## config.mk

```make
export PLATFORM = sky130hd
export DESIGN_NAME = ebwsg_top
export DESIGN_NICKNAME = d
export VERILOG_FILES = /design/src/logic/ebwsg_pkg.sv /design/src/logic/ebwsg_tcy_timer.sv /design/src/logic/ebwsg_top.sv
export SDC_FILE = /design/constraint.sdc
export NUM_CORES = 1
export LEC_CHECK = 0
export BUFFER_PORTS_ARGS = -buffer_cell sky130_fd_sc_hd__buf_2
export CAP_MARGIN = 20
export CORE_ASPECT_RATIO = 0.6
export CORE_MARGIN = 1
export CORE_UTILIZATION = 47
export DETAILED_ROUTE_END_ITERATION = 16
export PLACE_DENSITY = 0.8
export SLEW_MARGIN = 20
export SYNTH_ARGS = -nofsm -noshare
export SYNTH_HDL_FRONTEND = slang
export SYNTH_SLANG_ARGS = --single-unit
```

## constraint.sdc

```tcl
create_clock -name clk_i -period 1.9 [get_ports clk_i]
set_input_delay 0.38 -clock clk_i [delete_from_list [all_inputs] [get_ports clk_i]]
set_output_delay 0.38 -clock clk_i [all_outputs]
set_load 0.005 [all_outputs]
```

## src/logic/ebwsg_pkg.sv

```systemverilog
// package: constants and carrier types for the external bus wait-state generator
package ebwsg_pkg;

  // wait-count field inside the memory bus control byte
  localparam int unsigned WAIT_FIELD_LSB   = 4;
  localparam int unsigned WAIT_FIELD_MSB   = 5;
  localparam logic [1:0]  WAIT_RESET       = 2'h3;
  localparam logic [7:0]  MEM_CTRL_RESET   = 8'h30;
  // one instruction cycle is four clock periods of the core clock
  localparam int unsigned CLK_PER_TCY      = 4;
  localparam logic [1:0]  TCY_LAST_PHASE   = 2'(CLK_PER_TCY - 1);

  typedef enum logic [1:0] {
    EBWSG_MODE_MCU  = 2'h0,
    EBWSG_MODE_EXT  = 2'h1
  } ebwsg_mode_type;

  // request from the core for one external table access
  typedef struct packed {
    logic        valid;
    logic        write;
    logic [19:0] addr;
    logic [15:0] wdata;
  } ebwsg_req_type;

  // bus pins as driven by the device
  typedef struct packed {
    logic [19:0] addr;
    logic [15:0] data;
    logic        data_oe;
    logic        ce_n;
    logic        oe_n;
    logic        wr_n;
    logic        bus_active;
  } ebwsg_bus_type;

endpackage : ebwsg_pkg

```

## src/logic/ebwsg_tcy_timer.sv

```systemverilog
// instruction-cycle phase counter and wait-cycle down counter
module ebwsg_tcy_timer (
  input  wire logic       clk_i,
  input  wire logic       reset_n_i,
  input  wire logic       load_i,
  input  wire logic [1:0] count_i,
  output logic            tcy_end_o,
  output logic            done_o
);

  logic [1:0] phase;
  logic [1:0] next_phase;
  logic [1:0] remain;
  logic [1:0] next_remain;

  always_comb begin
    next_phase  = phase + 2'h1;
    next_remain = remain;
    if (load_i) begin
      next_phase  = 2'h0;
      next_remain = count_i;
    end else if (phase == ebwsg_pkg::TCY_LAST_PHASE && remain != 2'h0) begin
      next_remain = remain - 2'h1;
    end
  end

  always_ff @(posedge clk_i or negedge reset_n_i) begin
    if (!reset_n_i) begin
      phase  <= 2'h0;
      remain <= 2'h0;
    end else begin
      phase  <= next_phase;
      remain <= next_remain;
    end
  end

  assign tcy_end_o = (phase == ebwsg_pkg::TCY_LAST_PHASE);
  assign done_o    = (remain == 2'h0);

endmodule : ebwsg_tcy_timer

```

## src/logic/ebwsg_top.sv

```systemverilog
// external bus wait-state generator: stretches table accesses by programmed cycles
module ebwsg_top (
  input  wire logic                     clk_i,
  input  wire logic                     reset_n_i,
  input  wire logic                     wait_cfg_en_i,
  input  wire logic                     ext_mode_i,
  input  wire logic                     ctrl_we_i,
  input  wire logic [7:0]               ctrl_wdata_i,
  input  wire ebwsg_pkg::ebwsg_req_type req_i,
  input  wire logic [15:0]              bus_data_i,
  output logic [7:0]                    ctrl_rdata_o,
  output logic                          busy_o,
  output logic                          done_o,
  output logic [15:0]                   rdata_o,
  output ebwsg_pkg::ebwsg_bus_type      bus_o
);

  typedef enum logic [1:0] {
    S_IDLE,
    S_ACCESS,
    S_WAIT,
    S_DONE
  } ebwsg_state_type;

  ebwsg_state_type          state;
  ebwsg_state_type          next_state;
  logic [7:0]               mem_ctrl;
  logic [7:0]               next_mem_ctrl;
  ebwsg_pkg::ebwsg_bus_type next_bus;
  logic                     next_busy;
  logic                     next_done;
  logic [15:0]              next_rdata;
  logic                     load;
  logic [1:0]               wait_count;
  logic                     tcy_end;
  logic                     wait_over;

  // wait count is zero unless the configuration bit enables waits
  assign wait_count = wait_cfg_en_i ?
                      mem_ctrl[ebwsg_pkg::WAIT_FIELD_MSB:ebwsg_pkg::WAIT_FIELD_LSB] :
                      2'h0;

  ebwsg_tcy_timer u_timer (
    .clk_i     (clk_i),
    .reset_n_i (reset_n_i),
    .load_i    (load),
    .count_i   (wait_count),
    .tcy_end_o (tcy_end),
    .done_o    (wait_over)
  );

  // control byte only writable in extended mode
  always_comb begin
    next_mem_ctrl = mem_ctrl;
    if (ctrl_we_i && ext_mode_i) begin
      next_mem_ctrl = ctrl_wdata_i;
    end
  end

  always_comb begin
    next_state = state;
    next_bus   = bus_o;
    next_busy  = busy_o;
    next_done  = 1'b0;
    next_rdata = rdata_o;
    load       = 1'b0;
    case (state)
      S_IDLE: begin
        next_bus.ce_n    = 1'b1;
        next_bus.oe_n    = 1'b1;
        next_bus.wr_n    = 1'b1;
        next_bus.data_oe = 1'b0;
        next_busy        = 1'b0;
        // no bus in microcontroller mode; requests are ignored
        next_bus.bus_active = ext_mode_i;
        if (req_i.valid && ext_mode_i) begin
          next_state       = S_ACCESS;
          load             = 1'b1;
          next_busy        = 1'b1;
          next_bus.addr    = req_i.addr;
          next_bus.data    = req_i.wdata;
          next_bus.data_oe = req_i.write;
          next_bus.ce_n    = 1'b0;
          next_bus.oe_n    = req_i.write;
          next_bus.wr_n    = !req_i.write;
        end
      end
      S_ACCESS: begin
        // the access itself takes one instruction cycle
        if (tcy_end) begin
          next_state = wait_over ? S_DONE : S_WAIT;
        end
      end
      S_WAIT: begin
        // bus outputs untouched here, so they hold for the whole wait
        if (tcy_end && wait_over) begin
          next_state = S_DONE;
        end
      end
      S_DONE: begin
        next_rdata       = bus_data_i;
        next_done        = 1'b1;
        next_busy        = 1'b0;
        next_bus.ce_n    = 1'b1;
        next_bus.oe_n    = 1'b1;
        next_bus.wr_n    = 1'b1;
        next_bus.data_oe = 1'b0;
        next_state       = S_IDLE;
      end
      default: begin
        next_state = S_IDLE;
      end
    endcase
  end

  always_ff @(posedge clk_i or negedge reset_n_i) begin
    if (!reset_n_i) begin
      state    <= S_IDLE;
      mem_ctrl <= ebwsg_pkg::MEM_CTRL_RESET;
      bus_o    <= '{addr: 20'h0, data: 16'h0, data_oe: 1'b0, ce_n: 1'b1,
                    oe_n: 1'b1, wr_n: 1'b1, bus_active: 1'b0};
      busy_o   <= 1'b0;
      done_o   <= 1'b0;
      rdata_o  <= 16'h0;
      ctrl_rdata_o <= ebwsg_pkg::MEM_CTRL_RESET;
    end else begin
      state    <= next_state;
      mem_ctrl <= next_mem_ctrl;
      bus_o    <= next_bus;
      busy_o   <= next_busy;
      done_o   <= next_done;
      rdata_o  <= next_rdata;
      ctrl_rdata_o <= next_mem_ctrl;
    end
  end

  // helper: clocks from request acceptance to done
  logic [4:0] lat_cnt;
  logic [1:0] lat_wait;
  always_ff @(posedge clk_i or negedge reset_n_i) begin
    if (!reset_n_i) begin
      lat_cnt  <= 5'h0;
      lat_wait <= 2'h0;
    end else if (state == S_IDLE && next_state == S_ACCESS) begin
      lat_cnt  <= 5'h0;
      lat_wait <= wait_count;
    end else if (lat_cnt != 5'h1f) begin
      lat_cnt  <= lat_cnt + 5'h1;
    end
  end
endmodule : ebwsg_top
```

==> results of run 1 <==
## final cells by class
type / instances / area [sq um] / share of cell area
clock buffers: 12 / 145.1 / 0.03631
clock inverters: 4 / 76.32 / 0.01909
inverters: 5 / 18.77 / 0.004695
multi-input cells: 100 / 1081 / 0.2704
flip-flops and latches: 73 / 1833 / 0.4585
well taps: 84 / 105.1 / 0.02629
repair buffers: 139 / 738.2 / 0.1847
## worst min-delay path by stage
stage | from | end | slack (ns) | depth (start not counted)
floorplan | reset_n_i | bus_o[0] | 0.08 | 0
global placement | reset_n_i | bus_o[33] | 0.39 | 1
detailed placement | reset_n_i | bus_o[33] | 0.39 | 1
CTS | reset_n_i | bus_o[33] | 0.02 | 1
global route | reset_n_i | bus_o[33] | 0.03 | 1
finish | reset_n_i | bus_o[33] | 0.009 | 1
## through the flow
stage | cell area [sq um] | setup WS, ns | hold slack (ns)
2_1_floorplan | 2992 | 0.4190 | 0.08441
3_3_place_gp | 3776 | 0.2808 | 0.3917
3_5_place_dp | 3776 | 0.2071 | 0.3923
4_1_cts | 3998 | 0.1916 | 0.02085
5_1_grt | 3998 | 0.08751 | 0.02811
6_report | 3998 | 0.2007 | 0.009236
## power groups by stage
stage | Combinational, W | Clock [W] | Sequential, W
finish | 0.00251 | 0.00131 | 0.00272
global route | 0.00277 | 0.00144 | 0.00281
CTS | 0.00256 | 0.00136 | 0.00273
detailed placement | 0.00258 | 0 | 0.00271
global placement | 0.00246 | 0 | 0.00271
floorplan | 0.00146 | 0 | 0.00276
## critical path, cell delays in order (launching register included)
cell	delay, ns
dfrtp_1	0.41
inv_1	0.15
ha_1	0.25
nand3_2	0.19
buf_12	0.24
mux2_1	0.32
## synth_stat cells
library cell / instances
a31oi_1: 1
a21o_1: 1
mux2_2: 27
o21ai_0: 1
mux2_1: 5
clkbuf_1: 1
inv_1: 5
nand2b_1: 1
dfstp_2: 5
buf_2: 2
o211a_1: 1
nor2_1: 5
nand3_2: 1
ha_1: 7
and3_1: 1
dfrtp_1: 68
a211o_1: 2
and2_1: 1
nor2b_1: 3
xnor2_1: 1
mux2_4: 30
a211oi_1: 1
buf_6: 4
mux2i_1: 1
a21oi_1: 5
nand2_1: 5
## flip-flops by register name (all words and copies together) (netlist names)
| register | count |
|---|---|
| state | 2 |
| u_timer.remain | 2 |
| mem_ctrl | 8 |
| u_timer.phase | 2 |
| done_o | 1 |
| rdata_o | 16 |
| bus_o | 41 |
| busy_o | 1 |
## layer usage
| layer | up-vias | part of all wire |
|---|---|---|
| met3 | 4 | 0.065 |
| li1 | 924 | - |
| met2 | 65 | 0.47 |
| met5 | - | 0 |
| met4 | 0 | 0.0076 |
| met1 | 943 | 0.46 |
## logic make-up after synthesis
family,synth area share
XOR/XNOR,0.002928
buffers and inverters,0.02593
flip-flops,0.6127
AO/OA/AOI/OAI,0.02635
AND/OR/NAND/NOR,0.02845
adder cells (fa/ha/maj),0.02928
multiplexers,0.2744
==> metrics.txt, run 1 <==
status completed; fin crit share 0.8943; post_cts resized 0; Fin Setup TNS 0 ns; relative slew slack 0.6541; Post-Syn Nets between 200 and 300; fmax a little under 0.6 GHz; Vias/cell ~4.6; Synth Cell Area approximately 3000 sq um; clk_skew about 0.010 ns; Yosys top cell area share 0.5688; initial antenna violation count 0; H-tree level count 3; PwrDens around 1600 nW/um^2; Flop pwr share 0.416; leakage roughly 2.1 nW; Worst Reg-to-Reg Cells 5; Pint 0.004634 W; Final Util 0.6512; post-route ant nets 0; final wirelength roughly 6 mm; FP Rows 22; placed cells ~400; Total GRT Usage 0.1974; Critical path destination bus_o[38]; most frequent cells in the layout buf_2 (132), dfrtp_1 (68), mux2_4 (30); type of the most critical hold path in -> async; most common library cell in the layout ignoring fill and taps buf_2; area grow syn2layout 33.63%; clock root cell clkbuf_8; register area share after synthesis 0.6127; CTS tree done; register bit total from synthesis between 70 and 80; Worst Tran Pin Value 0.5189 ns; DR iter-0 viols roughly 70; Top Usage Layer GRT met2; CTS hold repair buffers 0; share of cells above drive strength 1 0.6486; Die H roughly 64 um; Ys Warns 0; area leader, netlist dfrtp_1; postcts setup bufs 0; Max Slew Vio Count 0; Clock Latency Late Sink between 0.3 and 0.4 ns; grt ovf 0; DIE AREA 6699 sq um; final setup vio count 0; clk slew on worst S/H paths around 0.08 ns; Design Power about 0.0066 W; RSZ-0062 raised after global routing no; Post-Syn Area per Cell around 16 sq um; Max-cap violations 0; port bufs between 100 and 150; Core Box Area 6138 sq um; critical path capture point type flip-flop; Worst R2R Start state[0]; critical path class reg -> reg; Critical Path RT between 2 and 2.5 ns; maximum root-to-sink buffer count 2; largest net degree at the start of global routing slightly above 40; Remaining DRCs 0; post-route minimum period around 1.7 ns; DR WL/cell 14.44 um; CTS Buf Count 9; num ports about 130; Final Non-Filler Cells around 420; Worst EP arrival 1.91 ns; Psw 0.001917 W; initial cell density of the core 0.4874; grt met2 use 0.3055; nets between 400 and 500; DP HPWL between 4 and 5 mm; met3 usage 0.07857; Fin. Hold Viols 0; Netlist cell types 26; vias in the first global route 2081; Pre-antenna DRT Iters 4; switching share of power 0.2926; CP Launch Point state[0]; Clock Power Share 0.201; die width between 100 and 150 um; filler cell count in the final layout about 500; combinational share of power 0.384; Worst setup SP type flip-flop; cell count after synthesis about 190; maximum VDD drop between 0.7 and 0.8 mV; CP max FO 26; most area-consuming cells after synthesis dfrtp_1 (57%), mux2_4 (15%), mux2_2 (10%); met1 usage 0.2565; routed vias about 1.9k; first-pass GRT wire length just under 10 mm; Num Clock Sinks between 70 and 80; GPL Wtd Cong roughly 0.8; r2r endpoint bus_o[38]; n_diodes 0; flop-to-flop setup slack around 0.20 ns
Note: power is estimated with default switching activity, not from simulation.
==> run 2, diff against run 1 <==
CORE_UTILIZATION = 50   (was 47)
PLACE_DENSITY = 0.84   (was 0.8)
clock period = 2.1 ns   (was 1.9 ns; I/O delays follow)
==> metrics.txt, run 2 (synthesis results as in run 1) <==
status completed (unchanged); CP max FO 35 (was 26); RSZ-0062 raised after global routing no (unchanged); critical-path cell list inv_1 > ha_1 > nand3_2 > buf_12 > mux2_4 (was inv_1 > ha_1 > nand3_2 > buf_12 > mux2_1); DP HPWL 4.081 mm (was 4.577 mm); leakage 2.104 nW (was 2.113 nW); Worst Tran Pin Value 0.4035 ns (was 0.5189 ns); die width 101.9 um (was 105.0 um); Total GRT Usage 0.1864 (was 0.1974); first-pass GRT wire length 8.535 mm (was 9.846 mm); WL met1 2.649 mm (was 2.752 mm); met2 wire length 2.463 mm (was 2.827 mm); post-route ant nets 0 (unchanged); Num Clock Sinks 73 (unchanged); DR WL/cell 13.78 um (was 14.44 um); area grow syn2layout 32.83% (was 33.63%); grt ovf 0 (unchanged); Clock Latency Late Sink 0.34 ns (was 0.33 ns); CTS Buf Count 9 (unchanged); Vias/cell 4.710 (was 4.643); largest registers bus_o x41, rdata_o x16, mem_ctrl x8 (unchanged); placed cells 394 (was 401); H-tree level count 3 (unchanged); clk slew on worst S/H paths 0.08 ns (about the same); fin crit share 0.8480 (was 0.8943); Place WS 0.3313 ns (was 0.2071 ns); routed vias 1931 (was 1936); Max Used Layer met4 (unchanged); Worst EP arrival 2.00 ns (was 1.91 ns); PwrDens 1490 nW/um^2 (was 1639 nW/um^2); Most flops, register bus_o (unchanged); GPL Wtd Cong 0.7520 (was 0.7800); DIE AREA 6307 sq um (was 6699 sq um); slowest CP cell dfrtp_1 (unchanged); clk_skew 0.007144 ns (was 0.01043 ns); maximum VDD drop 0.7907 mV (was 0.7707 mV); Fin. Hold Viols 0 (unchanged); relative slew slack 0.7310 (was 0.6541); critical path class reg -> reg (unchanged); Worst path max stage delay 0.42 ns (was 0.41 ns); CTS tree done (unchanged); post-route minimum period 1.781 ns (was 1.699 ns); critical path capture point type flip-flop (unchanged); clock root cell clkbuf_8 (unchanged); n_diodes 0 (unchanged); most frequent cells in the layout buf_2 (133), dfrtp_1 (68), mux2_4 (30) (was buf_2 (132), dfrtp_1 (68), mux2_4 (30)); maximum root-to-sink buffer count 2 (unchanged); fmax 0.5616 GHz (was 0.5885 GHz); Die H 61.92 um (was 63.80 um); Core Box Area 5675 sq um (was 6138 sq um); FP Rows 21 (was 22); Remaining DRCs 0 (unchanged); final setup vio count 0 (unchanged); Final WS setup 0.3192 ns (was 0.2007 ns); Final Non-Filler Cells 410 (was 417); Critical Path RT 2.32 ns (was 2.11 ns); Max-cap violations 0 (unchanged); Worst setup SP type flip-flop (unchanged); Pre-antenna DRT Iters 4 (unchanged); largest net degree at the start of global routing 74 (was 41); initial antenna violation count 0 (unchanged); DR iter-0 viols 54 (was 68); CTS hold repair buffers 0 (unchanged); vias in the first global route 1823 (was 2081); Final Util 0.7002 (was 0.6512); num ports 134 (unchanged); most common library cell in the layout ignoring fill and taps buf_2 (unchanged); metal3 WL 468 um (was 394 um); Design Power 0.005923 W (was 0.006551 W); Max Slew Vio Count 0 (unchanged); type of the most critical hold path in -> async (unchanged); post_cts resized 0 (unchanged); postcts setup bufs 0 (unchanged); flop-to-flop setup slack 0.32 ns (was 0.20 ns); final wirelength 5.649 mm (was 6.021 mm); port bufs 133 (unchanged); Fin Setup TNS 0 ns (unchanged); initial cell density of the core 0.5271 (was 0.4874); Largest register FFs 41 (unchanged); nets 399 (was 402); filler cell count in the final layout 427 (was 494); share of cells above drive strength 1 0.6515 (was 0.6486)
==> run 2: cell count changes in the layout (fill, tap and decap cells not counted), sizes merged <==
cell / delta
clkinv: +1
inv: +1
buf: -3
clkbuf: -2
==> run 2: cell type report <==
cell class / instances / area (sq um) / share of cell area
multi-input cells: 100 / 1081 / 0.2720
inverters: 5 / 18.77 / 0.004723
well taps: 80 / 100.1 / 0.02519
clock inverters: 6 / 90.09 / 0.02267
flip-flops and latches: 73 / 1833 / 0.4613
clock buffers: 10 / 137.6 / 0.03463
repair buffers: 136 / 713.2 / 0.1795
==> run 2: report_power, final <==
| part | switching [W] | internal (W) |
|---|---|---|
| sequential | 0.000361 | 0.00210 |
| combinational | 0.000873 | 0.00137 |
| clock | 0.000512 | 0.000705 |
==> run 2: worst max-delay path: cells and delay by family (launching register included) <==
kind / cells / cell delay [ns]
multiplexers: 1 / 0.32
adder cells (fa/ha/maj): 1 / 0.26
flip-flops: 1 / 0.42
AND/OR/NAND/NOR: 1 / 0.23
buffers and inverters: 2 / 0.42
==> run 2: metal layers <==
layer  vias to the layer above  GRT usage
met3                         8    0.07830
met2                        83     0.2780
met4                         0    0.07347
met5                         -          0
met1                       922     0.2463
li1                        918          -
==> run 2: final timing paths <==
check,from,to,cells past startpoint
worst max-delay path,state[0],bus_o[30],5
worst min-delay path,reset_n_i,done_o,2
worst max register to register,state[0],bus_o[30],5
worst min register to register,u_timer.phase[0],u_timer.phase[0],1
max in group asynchronous,reset_n_i,mem_ctrl[5],2
min in group clk_i,req_i[0],bus_o[5],2
==> run 2: through the flow <==
step | cell area [sq um] | hold slack (ns)
2_1_floorplan | 2992 | 0.1244
3_3_place_gp | 3746 | 0.4309
3_5_place_dp | 3746 | 0.4259
4_1_cts | 3974 | 0.1028
5_1_grt | 3974 | 0.1144
6_report | 3974 | 0.1010
